**src/verilog/pllhd_pkg.sv**
```systemverilog
// Purpose: shared constants for the loop-one lock detect / holdover block
// Assumes: one 125 MHz clock, classic wishbone register access
// Notes: every offset and field, and the multi-bit reset values, live here
// Behaviour
// lock indicator rises after the phase error stays in window for the lock count of detector cycles.
// lock indicator drops whenever the phase error leaves the window, even after lock.
// with the lock-loss inhibit bit at 0, a falling lock indicator enters holdover.
// in holdover a valid reference ends holdover and restarts locking.
// lock time is the lock count times the detector period.
// software must program a lock count large enough to avoid holdover chatter.
// holdover select value 2 enables holdover.
// tracking enable 0 stops tracking, so holdover never uses a tracked value.
// manual dac select 1 drives the holdover tuning value from the manual dac value.
// manual dac value 512 gives about half the supply as tuning voltage.
// outputs 3 and 4 each have a source mux where code 0x01 picks the oscillator input.
// an out-of-window detector cycle clears the lock qualification counter.
package pllhd_pkg;
    // widths
    localparam int unsigned PHASE_W = 16;
    localparam int unsigned CNT_W = 16;
    localparam int unsigned DAC_W = 10;
    localparam int unsigned SRC_W = 2;
    localparam int unsigned ADR_W = 8;

    // register byte offsets
    localparam logic [ADR_W-1:0] REG_CTRL = 8'h00;
    localparam logic [ADR_W-1:0] REG_LOCK_CNT = 8'h04;
    localparam logic [ADR_W-1:0] REG_WINDOW = 8'h08;
    localparam logic [ADR_W-1:0] REG_MANUAL_DAC_VALUE = 8'h0c;
    localparam logic [ADR_W-1:0] REG_SRC_SEL = 8'h10;
    localparam logic [ADR_W-1:0] REG_STATUS = 8'h14;

    // control and source select field positions
    localparam int unsigned CTRL_HOLD_SEL_LSB = 0;
    localparam int unsigned CTRL_TRACK_EN_BIT = 2;
    localparam int unsigned CTRL_MAN_SEL_BIT = 3;
    localparam int unsigned CTRL_INHIBIT_BIT = 4;
    localparam int unsigned SRC_OUT3_LSB = 0;
    localparam int unsigned SRC_OUT4_LSB = 8;

    // status field positions
    localparam int unsigned STAT_LOCK_BIT = 0;
    localparam int unsigned STAT_HOLD_BIT = 1;
    localparam int unsigned STAT_REF_BIT = 2;
    localparam int unsigned STAT_TRACK_LSB = 16;

    // field encodings
    localparam logic [1:0] HOLD_SEL_ENABLE = 2'h2;
    localparam logic [SRC_W-1:0] SRC_OSC_INPUT = 2'h1;

    // reset values
    localparam logic [1:0] HOLD_SEL_RST = 2'h0;
    localparam logic [CNT_W-1:0] LOCK_CNT_RST = 16'h2710;
    localparam logic [PHASE_W-1:0] WINDOW_RST = 16'h0010;
    localparam logic [DAC_W-1:0] MANUAL_DAC_VALUE_RST = 10'h200;
    localparam logic [SRC_W-1:0] SRC_RST = 2'h0;

    // holdover state machine, gray along acquire, locked, holdover
    typedef enum logic [1:0] {
        ST_ACQUIRE = 2'b00,
        ST_LOCKED = 2'b01,
        ST_HOLDOVER = 2'b11
    } pllhd_state_type;
endpackage : pllhd_pkg

```
**src/verilog/pllhd_top.sv**
```systemverilog
// Purpose: loop-one lock detect, holdover control and output source muxes
// Assumes: classic wishbone slave, 32-bit data, one clock at 125 MHz
// Notes: a too-small lock count lets holdover chatter; software sizes it
//
// Local design decisions: the Wishbone slave port and the placing of the registers.
`timescale 1ns/1ps
module pllhd_top (
    // clock and reset
    input wire logic clk_i,
    input wire logic rstn_i,
    // wishbone slave
    input wire logic wb_cyc_i,
    input wire logic wb_stb_i,
    input wire logic wb_we_i,
    input wire logic [pllhd_pkg::ADR_W-1:0] wb_adr_i,
    input wire logic [3:0] wb_sel_i,
    input wire logic [31:0] wb_dat_i,
    output logic [31:0] wb_dat_o,
    output logic wb_ack_o,
    // phase detector and reference
    input wire logic pd_strobe_i,
    input wire logic [pllhd_pkg::PHASE_W-1:0] phase_err_i,
    input wire logic ref_valid_i,
    input wire logic [pllhd_pkg::DAC_W-1:0] tune_track_i,
    // loop control outputs
    output logic lock_indicator_o,
    output logic holdover_o,
    output logic relock_pulse_o,
    output logic tune_force_o,
    output logic [pllhd_pkg::DAC_W-1:0] tune_dac_o,
    // output source muxes
    output logic out3_osc_sel_o,
    output logic out4_osc_sel_o
);
    import pllhd_pkg::*;

    // true when a source code names the oscillator input
    function automatic logic picks_osc(input logic [SRC_W-1:0] code);
        picks_osc = (code == SRC_OSC_INPUT);
    endfunction : picks_osc

    // true while the state machine holds the loop in holdover
    function automatic logic in_hold(input pllhd_state_type st);
        in_hold = (st == ST_HOLDOVER);
    endfunction : in_hold

    // true when the holdover select field enables holdover
    function automatic logic hold_on(input logic [1:0] sel);
        hold_on = (sel == HOLD_SEL_ENABLE);
    endfunction : hold_on

    // byte-lane merge for register writes
    function automatic logic [31:0] merge(input logic [31:0] old,
                                          input logic [31:0] wd,
                                          input logic [3:0] sel);
        logic [31:0] r;
        r = old;
        for (int i = 0; i < 4; i++) begin
            if (sel[i]) begin
                r[i*8 +: 8] = wd[i*8 +: 8];
            end
        end
        merge = r;
    endfunction : merge

    // software registers
    logic [1:0] hold_sel_ff;
    logic [1:0] nxt_hold_sel;
    logic track_en_ff;
    logic nxt_track_en;
    logic man_sel_ff;
    logic nxt_man_sel;
    logic inhibit_ff;
    logic nxt_inhibit;
    logic [CNT_W-1:0] lock_cnt_ff;
    logic [CNT_W-1:0] nxt_lock_cnt;
    logic [PHASE_W-1:0] window_ff;
    logic [PHASE_W-1:0] nxt_window;
    logic [DAC_W-1:0] manual_dac_value_ff;
    logic [DAC_W-1:0] nxt_manual_dac_value;
    logic [SRC_W-1:0] src3_ff;
    logic [SRC_W-1:0] nxt_src3;
    logic [SRC_W-1:0] src4_ff;
    logic [SRC_W-1:0] nxt_src4;
    // bus answer
    logic ack_ff;
    logic nxt_ack;
    logic [31:0] rdat_ff;
    logic [31:0] nxt_rdat;
    // loop state
    pllhd_state_type state_ff;
    pllhd_state_type nxt_state;
    logic lock_q;
    logic lock_prev_ff;
    logic nxt_lock_prev;
    logic [DAC_W-1:0] track_ff;
    logic [DAC_W-1:0] nxt_track;
    logic relock_ff;
    logic nxt_relock;
    logic [DAC_W-1:0] dac_ff;
    logic [DAC_W-1:0] nxt_dac;
    logic force_ff;
    logic nxt_force;
    logic sel3_ff;
    logic nxt_sel3;
    logic sel4_ff;
    logic nxt_sel4;
    // decode helpers
    logic access;
    logic [31:0] ctrl_word;
    logic [31:0] src_word;
    logic [31:0] stat_word;
    logic [31:0] rd_word;
    logic [31:0] wr_word;

    // qualification counter and lock flag
    pllhd_qualify u_qualify (
        .clk_i(clk_i),
        .rstn_i(rstn_i),
        .pd_strobe_i(pd_strobe_i),
        .phase_err_i(phase_err_i),
        .window_i(window_ff),
        .threshold_i(lock_cnt_ff),
        .restart_i(relock_ff),
        .lock_o(lock_q)
    );

    // register images for read-back
    always_comb begin
        ctrl_word = '0;
        ctrl_word[CTRL_HOLD_SEL_LSB +: 2] = hold_sel_ff;
        ctrl_word[CTRL_TRACK_EN_BIT] = track_en_ff;
        ctrl_word[CTRL_MAN_SEL_BIT] = man_sel_ff;
        ctrl_word[CTRL_INHIBIT_BIT] = inhibit_ff;
        src_word = '0;
        src_word[SRC_OUT3_LSB +: SRC_W] = src3_ff;
        src_word[SRC_OUT4_LSB +: SRC_W] = src4_ff;
        // status follows live state, no shadow copy
        stat_word = '0;
        stat_word[STAT_LOCK_BIT] = lock_q;
        stat_word[STAT_HOLD_BIT] = in_hold(state_ff);
        stat_word[STAT_REF_BIT] = ref_valid_i;
        stat_word[STAT_TRACK_LSB +: DAC_W] = track_ff;
    end

    // read mux, unmapped offsets read zero
    always_comb begin
        unique case (wb_adr_i)
            REG_CTRL: rd_word = ctrl_word;
            REG_LOCK_CNT: rd_word = {16'h0000, lock_cnt_ff};
            REG_WINDOW: rd_word = {16'h0000, window_ff};
            REG_MANUAL_DAC_VALUE: rd_word = {22'h000000, manual_dac_value_ff};
            REG_SRC_SEL: rd_word = src_word;
            REG_STATUS: rd_word = stat_word;
            default: rd_word = '0;
        endcase
    end

    // bus slave: one wait state, ack for one cycle
    always_comb begin
        access = wb_cyc_i && wb_stb_i && !ack_ff;
        wr_word = merge(rd_word, wb_dat_i, wb_sel_i);
        nxt_ack = access;
        // zero outside ack keeps stale data off the bus
        nxt_rdat = access ? rd_word : '0;
        nxt_hold_sel = hold_sel_ff;
        nxt_track_en = track_en_ff;
        nxt_man_sel = man_sel_ff;
        nxt_inhibit = inhibit_ff;
        nxt_lock_cnt = lock_cnt_ff;
        nxt_window = window_ff;
        nxt_manual_dac_value = manual_dac_value_ff;
        nxt_src3 = src3_ff;
        nxt_src4 = src4_ff;
        if (access && wb_we_i) begin
            unique case (wb_adr_i)
                REG_CTRL: begin
                    nxt_hold_sel = wr_word[CTRL_HOLD_SEL_LSB +: 2];
                    nxt_track_en = wr_word[CTRL_TRACK_EN_BIT];
                    nxt_man_sel = wr_word[CTRL_MAN_SEL_BIT];
                    nxt_inhibit = wr_word[CTRL_INHIBIT_BIT];
                end
                REG_LOCK_CNT: nxt_lock_cnt = wr_word[CNT_W-1:0];
                REG_WINDOW: nxt_window = wr_word[PHASE_W-1:0];
                REG_MANUAL_DAC_VALUE: nxt_manual_dac_value = wr_word[DAC_W-1:0];
                REG_SRC_SEL: begin
                    nxt_src3 = wr_word[SRC_OUT3_LSB +: SRC_W];
                    nxt_src4 = wr_word[SRC_OUT4_LSB +: SRC_W];
                end
                default: ; // status and holes ignore writes
            endcase
        end
    end

    // holdover state machine
    always_comb begin
        nxt_state = state_ff;
        nxt_relock = 1'b0;
        nxt_lock_prev = lock_q;
        unique case (state_ff)
            ST_ACQUIRE: begin
                if (lock_q) begin
                    nxt_state = ST_LOCKED;
                end
            end
            ST_LOCKED: begin
                if (!lock_q && lock_prev_ff) begin
                    // a small lock count lets this edge chatter
                    if (hold_on(hold_sel_ff)
                        && !inhibit_ff) begin
                        nxt_state = ST_HOLDOVER;
                    end else begin
                        nxt_state = ST_ACQUIRE;
                    end
                end
            end
            ST_HOLDOVER: begin
                // leaving also clears the qualifier for a fresh count
                if (ref_valid_i) begin
                    nxt_state = ST_ACQUIRE;
                    nxt_relock = 1'b1;
                end else if (!hold_on(hold_sel_ff)) begin
                    nxt_state = ST_ACQUIRE;
                    nxt_relock = 1'b1;
                end
            end
        endcase
    end

    // tuning value tracking and holdover drive
    always_comb begin
        nxt_track = track_ff;
        // the tracked word freezes once the loop leaves lock
        if (track_en_ff && state_ff == ST_LOCKED) begin
            nxt_track = tune_track_i;
        end
        // force rises with the state, not one edge behind it
        nxt_force = in_hold(nxt_state);
        // without tracking the tracked word is never used
        if (man_sel_ff || !track_en_ff) begin
            nxt_dac = manual_dac_value_ff;
        end else begin
            nxt_dac = track_ff;
        end
        // mux decode registered so the selects never glitch
        nxt_sel3 = picks_osc(src3_ff);
        nxt_sel4 = picks_osc(src4_ff);
    end

    // register stage for all state
    always_ff @(posedge clk_i or negedge rstn_i) begin
        if (!rstn_i) begin
            hold_sel_ff <= HOLD_SEL_RST;
            track_en_ff <= 1'b0;
            man_sel_ff <= 1'b0;
            inhibit_ff <= 1'b0;
            lock_cnt_ff <= LOCK_CNT_RST;
            window_ff <= WINDOW_RST;
            manual_dac_value_ff <= MANUAL_DAC_VALUE_RST;
            src3_ff <= SRC_RST;
            src4_ff <= SRC_RST;
            ack_ff <= 1'b0;
            rdat_ff <= '0;
            state_ff <= ST_ACQUIRE;
            lock_prev_ff <= 1'b0;
            track_ff <= MANUAL_DAC_VALUE_RST;
            relock_ff <= 1'b0;
            dac_ff <= MANUAL_DAC_VALUE_RST;
            force_ff <= 1'b0;
            sel3_ff <= 1'b0;
            sel4_ff <= 1'b0;
        end else begin
            hold_sel_ff <= nxt_hold_sel;
            track_en_ff <= nxt_track_en;
            man_sel_ff <= nxt_man_sel;
            inhibit_ff <= nxt_inhibit;
            lock_cnt_ff <= nxt_lock_cnt;
            window_ff <= nxt_window;
            manual_dac_value_ff <= nxt_manual_dac_value;
            src3_ff <= nxt_src3;
            src4_ff <= nxt_src4;
            ack_ff <= nxt_ack;
            rdat_ff <= nxt_rdat;
            state_ff <= nxt_state;
            lock_prev_ff <= nxt_lock_prev;
            track_ff <= nxt_track;
            relock_ff <= nxt_relock;
            dac_ff <= nxt_dac;
            force_ff <= nxt_force;
            sel3_ff <= nxt_sel3;
            sel4_ff <= nxt_sel4;
        end
    end

    // outputs from flip-flops, holdover_o decoded from state_ff
    assign wb_ack_o = ack_ff;
    assign wb_dat_o = rdat_ff;
    assign lock_indicator_o = lock_q;
    assign holdover_o = in_hold(state_ff);
    assign relock_pulse_o = relock_ff;
    assign tune_force_o = force_ff;
    assign tune_dac_o = dac_ff;
    assign out3_osc_sel_o = sel3_ff;
    assign out4_osc_sel_o = sel4_ff;
endmodule : pllhd_top

```
**src/verilog/pllhd_qualify.sv**
```systemverilog
// Purpose: counts consecutive in-window detector cycles into a lock flag
// Assumes: pd_strobe_i is one clk_i cycle per phase-detector cycle
// Notes: counter saturates at the threshold, so it never wraps
`timescale 1ns/1ps
module pllhd_qualify (
    // clock and reset
    input wire logic clk_i,
    input wire logic rstn_i,
    // detector sample
    input wire logic pd_strobe_i,
    input wire logic [pllhd_pkg::PHASE_W-1:0] phase_err_i,
    // settings
    input wire logic [pllhd_pkg::PHASE_W-1:0] window_i,
    input wire logic [pllhd_pkg::CNT_W-1:0] threshold_i,
    input wire logic restart_i,
    // result
    output logic lock_o
);
    import pllhd_pkg::*;

    logic [CNT_W-1:0] cnt_ff;
    logic [CNT_W-1:0] nxt_cnt;
    logic lock_ff;
    logic nxt_lock;
    logic in_window;

    // window compare and qualification count
    always_comb begin
        in_window = (phase_err_i <= window_i);
        nxt_cnt = cnt_ff;
        nxt_lock = lock_ff;
        if (restart_i) begin
            nxt_cnt = '0;
            nxt_lock = 1'b0;
        end else if (pd_strobe_i) begin
            if (!in_window) begin
                nxt_cnt = '0;
                nxt_lock = 1'b0;
            end else if (cnt_ff < threshold_i) begin
                // lock time is threshold detector periods
                nxt_cnt = cnt_ff + 1'b1;
                nxt_lock = ((cnt_ff + 1'b1) >= threshold_i);
            end else begin
                nxt_lock = 1'b1;
            end
        end
    end

    // register stage
    always_ff @(posedge clk_i or negedge rstn_i) begin
        if (!rstn_i) begin
            cnt_ff <= '0;
            lock_ff <= 1'b0;
        end else begin
            cnt_ff <= nxt_cnt;
            lock_ff <= nxt_lock;
        end
    end

    assign lock_o = lock_ff;
endmodule : pllhd_qualify

```
**config.mk**
```make
export PLATFORM = sky130hd
export DESIGN_NAME = pllhd_top
export DESIGN_NICKNAME = d
export VERILOG_FILES = /design/src/verilog/pllhd_pkg.sv /design/src/verilog/pllhd_top.sv /design/src/verilog/pllhd_qualify.sv
export SDC_FILE = /design/constraint.sdc
export NUM_CORES = 1
export LEC_CHECK = 0
export BUFFER_PORTS_ARGS = -buffer_cell sky130_fd_sc_hd__buf_2
export CAP_MARGIN = 40
export CORE_AREA = 2 2 118 120
export DETAILED_ROUTE_END_ITERATION = 10
export DIE_AREA = 0 0 120 122
export PLACE_DENSITY = 0.75
export SETUP_SLACK_MARGIN = 0.2
export SLEW_MARGIN = 20
export SYNTH_ARGS = -nofsm -noshare
export SYNTH_HDL_FRONTEND = slang
export SYNTH_SLANG_ARGS = --single-unit
```
**constraint.sdc**
```tcl
create_clock -name clk_i -period 3 [get_ports clk_i]
set_clock_uncertainty 0.2 [all_clocks]
set_input_delay 0 -clock clk_i [delete_from_list [all_inputs] [get_ports clk_i]]
set_output_delay 0 -clock clk_i [all_outputs]
set_load 0.05 [all_outputs]
```
Word-level counts from Yosys, hierarchy flattened --
Index checks and enable logic that the tools add are counted.
Cells by class: $add $sub $neg 1, order comparisons 3, equality and inequality tests 12, mux-type cells 22, reduce and logical (&&, ||, !) cells 20
Operators with widths (count):
- $pmux 26 s6 | 1
- $mux 16 | 4
- $mux 32 | 1
- $add 16x1->16 const B | 1
- $eq 8x4->1 const B | 2
- $eq 8x5->1 const B | 2
- $ge 16x16->1 | 1
- $le 16x16->1 | 1
- $lt 16x16->1 | 1
- $mux 8 | 2
- $reduce_and 2->1 | 6
- $mux 10 | 1
- $mux 2 | 5
- $eq 8x3->1 const B | 1
- $logic_not 8->1 | 1
- $mux 1 | 7
- $eq 2x1->1 const B | 3
- $eq 2x2->1 const B | 3
- $logic_and 1x1->1 | 6
- $pmux 2 s3 | 1
- $logic_not 1->1 | 4
- $ne 3x3->1 const B | 1
- $logic_not 2->1 | 1
- $reduce_bool 2->1 | 1
- $logic_or 1x1->1 | 1
Word-level totals: bits in registers 128, output and inout port bits 49, logic and storage cells 79

Logic depth before layout (Yosys ltp) --
Gate-level depths: netlist of run 1.
word-level depth 6, gate-level depth with buffers 13

Modules after synthesis --
A second synthesis of run 1 with hierarchy kept.
Unflattened totals: cells, all modules 634, area total of the unflattened synthesis 6837.8 um2
Modules (own cells, without submodules):
- pllhd_top | times used 1, cells each 380, area an instance 4634.4 um2
- pllhd_qualify | times used 1, cells each 254, area an instance 2203.4 um2

Worst setup path before layout of run 1 --
Ideal clock, no wire load.
path kind flip-flop to flip-flop, start point register u_qualify.cnt_ff[0], end point register u_qualify.lock_ff, in the netlist u_qualify.lock_o, library setup time 0.126 ns, arrival 2.517 ns, required time 2.674 ns, slack 0.158 ns, stages on the path, launching flop included 13, clock period less this slack 2.842 ns, cells stage by stage dfrtp_1 > ha_1 > nand2_1 > or3_1 > clkbuf_1 > nor2_1 > xor2_1 > ha_1 > a21o_1 > a21oi_1 > o211ai_1 > or3_1 > o311a_1
On the way: longest elaborated chain between the ends 6, elaborated cells on any way between the ends 7, those cells by class add/sub (1); order compare (2); mux (4)
RTL lines:
- start, declared | line pllhd_qualify.sv:21 | logic [CNT_W-1:0] cnt_ff;
- start signal, assigned | line pllhd_qualify.sv:55 | cnt_ff <= nxt_cnt;
- $add 16x1->16 | line pllhd_qualify.sv:42 | nxt_lock = ((cnt_ff + 1'b1) >= threshold_i);
- $ge 16x16->1 | line pllhd_qualify.sv:42
- $mux 1 (*) | line pllhd_qualify.sv:39 | end else if (cnt_ff < threshold_i) begin
- $mux 1 (*) | line pllhd_qualify.sv:36 | if (!in_window) begin
- $mux 1 (*) | line pllhd_qualify.sv:35 | end else if (pd_strobe_i) begin
- $mux 1 (*) | line pllhd_qualify.sv:32 | if (restart_i) begin
- end signal, assigned | line pllhd_qualify.sv:56 | lock_ff <= nxt_lock;
- end, declared | line pllhd_qualify.sv:23 | logic lock_ff;
Mark *: on every way between the ends. The rest lies on a longest branch, timed or not. The select of a mux whose other input is x is not followed. A chain may end at the register's enable or synchronous reset.

Final worst setup path of run 1 --
start point register u_qualify.cnt_ff[9], end point register u_qualify.lock_ff, in the netlist u_qualify.lock_o
The elaborated chain is that of the path after synthesis.

==> qor.log, run 1 <==
INFO  floorplan      io_pins=126
INFO  detailed_routing detail_route.vias_per_cell=5.521
INFO  status         outcome=finished clean
INFO  worst_hold_path hold_path_class=in -> reg
INFO  place          placement.io_buffers=101
INFO  yosys          ys.warnings.count=0
INFO  detailed_routing drtPass1Iterations=5
INFO  critical_path  reg2reg_to=u_qualify.lock_o
INFO  place          post-place-ws=-0.07499ns
INFO  detailed_routing routed_wire_length_per_instance=17.81um
INFO  yosys          synth_flop_cell=sky130_fd_sc_hd__dfrtp_1
INFO  global_routing grt_start_max_net_pins=88
INFO  clock_network  cts.root.buffer_cell=sky130_fd_sc_hd__clkbuf_16
INFO  worst_hold_path hold_depth=5
INFO  final_layout   layoutNonFillerInstCount=985
INFO  clock_network  cts_inserted_buffers=17
INFO  yosys          syn-instance-count=609
INFO  detailed_routing detail_route.iter0.violations=334
INFO  global_routing antenna_violations_before_repair=0
INFO  yosys          synth_top_area_cell=sky130_fd_sc_hd__dfrtp_1
INFO  critical_path  worst_ep_arrival_time=3.02ns
INFO  power          power.leakage=4.304nW
INFO  yosys          ys_top_cells_by_area=sky130_fd_sc_hd__dfrtp_1 (43%), sky130_fd_sc_hd__ha_1 (9.4%), sky130_fd_sc_hd__mux2_2 (8.1%)
INFO  power          p_seq_frac=0.386
INFO  yosys          synth_area_per_cell=10.71um2
INFO  floorplan      die_w=120um
INFO  sta            timing.final.hold_violations=0
INFO  global_routing global_route.usage.total=0.2528
INFO  flow_run       cap_violations=0
INFO  yosys          synth-edff-count=0
INFO  final_layout   finish.net_count=918
INFO  place          placed_instances=888
INFO  clock_network  clk_pin_slew_worst_paths=0.05ns
INFO  worst_hold_path min-delay-start=wb_adr_i[1]
INFO  global_routing wire_length_of_the_first_global_routing_pass=28.72mm
INFO  power          power.switching=0.9329mW
INFO  floorplan      core_region_area=13500um2
INFO  sta            period_minus_slack=2.922ns
INFO  yosys          synthesized_cell_area=6523um2
INFO  sta            tightestPinTransition=0.6617ns
INFO  final_layout   antennaDiodeCount=0
INFO  sta            setup_viol=0
INFO  critical_path  crit_end_category=flop
INFO  detailed_routing post_detailed_route_count_of_antenna_violating_nets=0
INFO  critical_path  ff2ff_path_depth=12
INFO  power          power_density=504.4nW/um2
INFO  clock_network  cts_tree=done
INFO  power          total_power=4.379mW
INFO  clock_network  cts_num_sinks=122
INFO  final_layout   area.growth.synth_to_final=33.11%
INFO  power          clockPowerShare=0.534
INFO  yosys          asyncSetResetFlopFracSynth=1.000
INFO  place          gp_congestion=0.9314
INFO  sta            fmaxAchievable=342.2MHz
INFO  sta            setup_repair_after_global_routing_missed_its_margin=true
INFO  critical_path  r2r_start=u_qualify.cnt_ff[9]
INFO  floorplan      rows=43
INFO  critical_path  worstPathRequired=3.10ns
INFO  floorplan      start_util=0.4830
INFO  sta            worst_slack=0.07779ns
INFO  power          switching_share=0.2130
INFO  sta            setup_tns=0ns
INFO  global_routing vias_in_the_first_global_route=5762
INFO  critical_path  critical_path_class=reg -> reg
INFO  clock_network  cts_max_path_buffers=2
INFO  critical_path  critical_path.max_fanout=6
INFO  critical_path  critPathLaunchType=flop
INFO  final_layout   drive_gt1_frac=0.3068
INFO  floorplan      die_area=14640um2
INFO  detailed_routing remaining_routing_drc_violations=0
INFO  power          combPwrFrac=0.080
INFO  detailed_routing dr_total_vias=5438
INFO  global_routing gr-total-overflow=0
INFO  yosys          synth-seq-cells=122
INFO  power          p_int=3.446mW
INFO  final_layout   fin_util=0.6429
INFO  worst_hold_path min_to=wb_dat_o[2]
INFO  yosys          yosys.cell_types.count=64
INFO  sta            post-route-period-util=0.9741
INFO  sta            tightest_slew_margin_relative_to_the_limit=0.5576
INFO  place          dp.final_hpwl=11.84mm
INFO  power          ir_drop=0.0003961V
INFO  yosys          synth_seq_area_share=0.4698
INFO  critical_path  slack_of_the_worst_reg_to_reg_path=0.08ns
INFO  floorplan      die_height=122um
INFO  detailed_routing wirelength=17.55mm
INFO  clock_network  htreeDepth=4
INFO  yosys          synth_top_area_share=0.4335
INFO  sta            timing.final.max_slew_violations=0
INFO  clock_network  clock_insertion_delay_worst_skew=0.42ns
power by group through the flow:
stage | Combinational, mW | Clock (mW) | Sequential (mW)
after floorplan | 0.150 | 0 | 1.73
after global placement | 0.275 | 0 | 1.71
after detailed placement | 0.286 | 0 | 1.72
after CTS | 0.346 | 2.36 | 1.69
after global routing | 0.384 | 2.44 | 1.69
final | 0.350 | 2.34 | 1.69
synth_stat cells (2+ instances only):
| master | instances |
|---|---|
| sky130_fd_sc_hd__nand2_1 | 57 |
| sky130_fd_sc_hd__a22o_1 | 20 |
| sky130_fd_sc_hd__buf_6 | 2 |
| sky130_fd_sc_hd__nor2_1 | 26 |
| sky130_fd_sc_hd__o21ai_0 | 42 |
| sky130_fd_sc_hd__dfrtp_1 | 113 |
| sky130_fd_sc_hd__nor2_2 | 2 |
| sky130_fd_sc_hd__a21o_1 | 4 |
| sky130_fd_sc_hd__buf_2 | 8 |
| sky130_fd_sc_hd__nand4_1 | 5 |
| sky130_fd_sc_hd__a21bo_2 | 2 |
| sky130_fd_sc_hd__ha_1 | 49 |
| sky130_fd_sc_hd__dfstp_2 | 9 |
| sky130_fd_sc_hd__o22ai_1 | 3 |
| sky130_fd_sc_hd__a211oi_1 | 2 |
| sky130_fd_sc_hd__clkbuf_1 | 11 |
| sky130_fd_sc_hd__nor2b_1 | 11 |
| sky130_fd_sc_hd__and2_1 | 23 |
| sky130_fd_sc_hd__nor3_1 | 9 |
| sky130_fd_sc_hd__xor2_1 | 5 |
| sky130_fd_sc_hd__mux4_2 | 3 |
| sky130_fd_sc_hd__a21oi_1 | 25 |
| sky130_fd_sc_hd__and4_1 | 3 |
| sky130_fd_sc_hd__and3_1 | 4 |
| sky130_fd_sc_hd__a22oi_1 | 2 |
| sky130_fd_sc_hd__mux2_2 | 47 |
| sky130_fd_sc_hd__mux2i_1 | 16 |
| sky130_fd_sc_hd__nand3_1 | 10 |
| sky130_fd_sc_hd__or3_1 | 3 |
| sky130_fd_sc_hd__inv_1 | 40 |
| sky130_fd_sc_hd__xnor2_1 | 9 |
| sky130_fd_sc_hd__buf_4 | 6 |
| sky130_fd_sc_hd__o31ai_1 | 2 |
| sky130_fd_sc_hd__o211ai_1 | 6 |
worst max-delay path, cell delays in order (launching register included):
cell                       delay (ns)
sky130_fd_sc_hd__dfrtp_1         0.49
sky130_fd_sc_hd__nand4_1         0.22
sky130_fd_sc_hd__nor2_1          0.17
sky130_fd_sc_hd__and2_1          0.20
sky130_fd_sc_hd__nand3_2         0.12
sky130_fd_sc_hd__xnor2_2         0.17
sky130_fd_sc_hd__ha_1            0.31
sky130_fd_sc_hd__nand4_1         0.13
sky130_fd_sc_hd__nor2_1          0.08
sky130_fd_sc_hd__a21oi_1         0.15
sky130_fd_sc_hd__o211ai_1        0.11
sky130_fd_sc_hd__or3_1           0.35
sky130_fd_sc_hd__o311a_1         0.12
cells in the final DEF, fill, tap and decap left out, types with 17 or more instances in the layout:
cell and instances:
sky130_fd_sc_hd__a21oi_1 25, sky130_fd_sc_hd__dlygate4sd3_1 55, sky130_fd_sc_hd__a22o_1 20, sky130_fd_sc_hd__inv_1 40, sky130_fd_sc_hd__ha_1 48, sky130_fd_sc_hd__mux2_2 47
sky130_fd_sc_hd__buf_4 29, sky130_fd_sc_hd__and2_1 23, sky130_fd_sc_hd__clkbuf_16 17, sky130_fd_sc_hd__nand2_1 56, sky130_fd_sc_hd__nor2_1 23, sky130_fd_sc_hd__buf_2 100
sky130_fd_sc_hd__o21ai_0 42, sky130_fd_sc_hd__dfrtp_1 113
what timing repair did:
item | in CTS | in global routing
endpoints found under the setup margin | 16 | 25
hold buffers | 57 | 0
hold endpoints to repair | 198 | 0
setup buffers | 7 | 1
pin swaps | 5 | 3
resized for setup | 6 | 8
per-stage QoR:
| stage | cell area [um2] | hold slack (ns) |
|---|---|---|
| floorplan | 6559 | -0.4956 |
| global placement | 7292 | -0.2262 |
| detailed placement | 7300 | -0.2240 |
| CTS | 8637 | 0.02769 |
| global route | 8682 | 0.07824 |
| finish | 8682 | 0.03168 |
cell type report:
type	instances	area [um2]
fill	992	4822
multi-input combinational	423	3246
sequential	122	3064
timing repair buffer	187	1321
clock buffer	24	481.7
tap	180	225.2
clock inverter	8	190.2
inverter	41	153.9
sequential cells by signal, summed over array words and instances (netlist names), 2 cells and up:
register / flops
wb_dat_o: 26
lock_cnt_ff: 16
u_qualify.cnt_ff: 16
window_ff: 16
manual_dac_value_ff: 10
track_ff: 10
tune_dac_o: 10
hold_sel_ff: 2
src3_ff: 2
src4_ff: 2
state_ff: 2
how the worst max path moves through the flow:
stage	start	depth (start not counted)	to	slack, ns
final	u_qualify.cnt_ff[9]	12	u_qualify.lock_o	0.08
after global routing	u_qualify.cnt_ff[9]	12	u_qualify.lock_o	-0.02
after CTS	u_qualify.cnt_ff[0]	12	u_qualify.lock_o	0.10
after detailed placement	u_qualify.cnt_ff[1]	12	u_qualify.lock_o	-0.07
after global placement	u_qualify.cnt_ff[1]	12	u_qualify.lock_o	0.06
after floorplan	u_qualify.cnt_ff[0]	13	u_qualify.lock_o	0.26
per-layer routing:
layer | GRT usage | routed length [um] | share of wire
met5 | 0 | 0 | 0
met2 | 0.4670 | 9347 | 0.53
met4 | 0.1059 | 452 | 0.026
met1 | 0.2802 | 6923 | 0.39
met3 | 0.05571 | 823 | 0.047
kinds of logic (layout without fill, tap and decap cells):
group | count (synthesis) | in the layout | share of synthesized area
adders and majority gates | 49 | 49 | 0.09400
other | 1 | 6 | 0.0005749
DFF | 122 | 122 | 0.4698
xor gates and xnor gates | 14 | 14 | 0.01880
muxes | 66 | 66 | 0.1161
AOI/OAI and AO/OA | 119 | 119 | 0.1189
and+or+nand+nor | 169 | 169 | 0.1349
buffers and inverters | 69 | 260 | 0.04700
(Power assumes the default switching activity.)
==> run 2, diff against run 1 <==
CORE_AREA = 2 2 115 117   (was 2 2 118 120)
CTS_BUF_LIST = sky130_fd_sc_hd__clkbuf_8   (was not set)
DIE_AREA = 0 0 117 119   (was 0 0 120 122)
PLACE_DENSITY = 0.78   (was 0.75)
==> run 2 against run 1 <==
Compared with the run above: critical endpoint unchanged; first-iteration DRC count is 13% lower; fmax is 1.1% higher; register-to-register slack better by 0.03 ns; worst setup slack better by 0.031 ns; via count is 1.0% lower; cell area is 3.9% lower; core utilization is 0.50 points higher.
==> qor.log, run 2 (synthesized netlist as in run 1, its figures left out) <==
INFO  clock_network  htreeDepth=4
INFO  floorplan      start_util=0.5066
INFO  place          gp_congestion=0.8993
INFO  detailed_routing routed_wire_length_per_instance=17.43um
INFO  detailed_routing detail_route.iter0.violations=289
INFO  final_layout   finish.net_count=910
INFO  worst_hold_path hold_path_class=in -> reg
INFO  global_routing gr-total-overflow=0
INFO  critical_path  slack_of_the_worst_reg_to_reg_path=0.11ns
INFO  clock_network  cts_max_path_buffers=2
INFO  sta            tightestPinTransition=0.6771ns
INFO  sta            timing.final.max_slew_violations=0
INFO  final_layout   seqCellArea=3065um2
INFO  sta            setup_repair_after_global_routing_missed_its_margin=true
INFO  detailed_routing remaining_routing_drc_violations=0
INFO  critical_path  worst_ep_arrival_time=3.01ns
INFO  final_layout   final.fill_count=932
INFO  clock_network  cts_num_sinks=122
INFO  critical_path  crit_end_category=flop
INFO  detailed_routing dr_total_vias=5383
INFO  flow_run       cap_violations=0
INFO  global_routing antenna_violations_before_repair=0
INFO  global_routing vias_in_the_first_global_route=5645
INFO  power          power_density=418.3nW/um2
INFO  clock_network  cts_inserted_buffers=17
INFO  power          ir_drop=0.0002588V
INFO  detailed_routing detail_route.vias_per_cell=5.538
INFO  power          power.leakage=4.167nW
INFO  clock_network  clk_pin_slew_worst_paths=0.07ns
INFO  final_layout   most_common_cell_after_layout_fill_and_taps_aside=sky130_fd_sc_hd__dfrtp_1
INFO  detailed_routing wirelength=16.94mm
INFO  status         outcome=finished clean
INFO  floorplan      core_region_area=12870um2
INFO  critical_path  critical_path_class=reg -> reg
INFO  final_layout   max_reg_flops=26
INFO  sta            timing.final.hold_violations=0
INFO  floorplan      die_height=119um
INFO  sta            setup_viol=0
INFO  floorplan      rows=42
INFO  final_layout   antennaDiodeCount=0
INFO  final_layout   multi_input_area=3249um2
INFO  floorplan      die_area=13920um2
INFO  sta            post-route-period-util=0.9639
INFO  global_routing wire_length_of_the_first_global_routing_pass=27.44mm
INFO  critical_path  worstPathRequired=3.12ns
INFO  final_layout   layout_common_cells=sky130_fd_sc_hd__dfrtp_1 (112), sky130_fd_sc_hd__buf_2 (100), sky130_fd_sc_hd__nand2_1 (57)
INFO  critical_path  critPathLaunchType=flop
INFO  clock_network  cts_tree=done
INFO  final_layout   area.growth.synth_to_final=27.89%
INFO  final_layout   drive_gt1_frac=0.3053
INFO  detailed_routing post_detailed_route_count_of_antenna_violating_nets=0
INFO  sta            tightest_slew_margin_relative_to_the_limit=0.5439
INFO  sta            hold_ws=0.06557ns
INFO  place          dp.final_hpwl=11.57mm
INFO  floorplan      die_w=117um
INFO  global_routing grt_start_max_net_pins=47
INFO  detailed_routing drtPass1Iterations=5
INFO  critical_path  critical_path.max_fanout=6
INFO  sta            setup_tns=0ns
INFO  sta            period_minus_slack=2.892ns
INFO  global_routing global_route.usage.total=0.2529
INFO  power          total_power=3.489mW
INFO  place          placement.io_buffers=101
INFO  floorplan      io_pins=126
INFO  clock_network  clock_insertion_delay_worst_skew=0.45ns
INFO  sta            fmaxAchievable=345.8MHz
INFO  clock_network  cts.root.buffer_cell=sky130_fd_sc_hd__clkbuf_8
INFO  final_layout   fin_util=0.6479
run 2: metrics by stage:
| step | cell area (um2) | instances | worst slack, ns |
|---|---|---|---|
| after floorplan | 6559 | 614 | 0.2580 |
| after global placement | 7264 | 880 | 0.07788 |
| after detailed placement | 7272 | 881 | 0.03857 |
| after CTS | 8288 | 972 | 0.1487 |
| after global routing | 8342 | 972 | -0.03778 |
| final | 8342 | 972 | 0.1083 |
run 2: critical path, stage by stage (launching register included):
cell and delay [ns]:
sky130_fd_sc_hd__dfrtp_1 0.40, sky130_fd_sc_hd__ha_2 0.19, sky130_fd_sc_hd__nand2_1 0.07, sky130_fd_sc_hd__or3_4 0.41, sky130_fd_sc_hd__nor2_2 0.12, sky130_fd_sc_hd__xor2_1 0.21
sky130_fd_sc_hd__ha_1 0.28, sky130_fd_sc_hd__a21o_1 0.17, sky130_fd_sc_hd__a21oi_1 0.16, sky130_fd_sc_hd__o211ai_1 0.11, sky130_fd_sc_hd__or3_1 0.33, sky130_fd_sc_hd__o311a_1 0.12
run 2: area by class of cell:
type,instances,area share
Clock buffer,18,0.02970
Clock inverter,13,0.01650
Inverter,41,0.01845
Multi-Input combinational cell,423,0.3895
Sequential cell,122,0.3675
Tap cell,176,0.02640
Timing Repair Buffer,179,0.1519
run 2: path summary, 6_finish.rpt:
kind | startpoint | to | depth (start not counted)
worst max register to register | u_qualify.cnt_ff[1] | u_qualify.lock_o | 11
worst min register to register | src3_ff[1] | out3_osc_sel_o | 1
worst max-delay path | u_qualify.cnt_ff[1] | u_qualify.lock_o | 11
min in group asynchronous | rstn_i | lock_cnt_ff[3] | 3
worst min-delay path | wb_adr_i[4] | wb_dat_o[8] | 5
max in group asynchronous | rstn_i | lock_cnt_ff[10] | 4
run 2: repair_timing:
item | 4_1_cts | 5_1_grt
hold endpoints to repair | 178 | 0
gates resized for setup | 6 | 13
endpoints found under the setup margin | 15 | 35
pin swaps | 3 | 3
hold buffers | 55 | 0
buffers inserted | 5 | 0
run 2: where the power goes:
part	total, mW	internal [mW]	switching [mW]
Sequential	1.69	1.67	0.0196
Clock	1.45	0.818	0.636
Combinational	0.346	0.151	0.195
run 2: metal layers:
layer | GRT usage | vias to the layer above | wire length (um)
li1 | - | 2492 | -
met1 | 0.2976 | 2645 | 6985
met2 | 0.4436 | 196 | 8642
met3 | 0.05394 | 50 | 815
met4 | 0.1015 | 0 | 496
met5 | 0 | - | 0
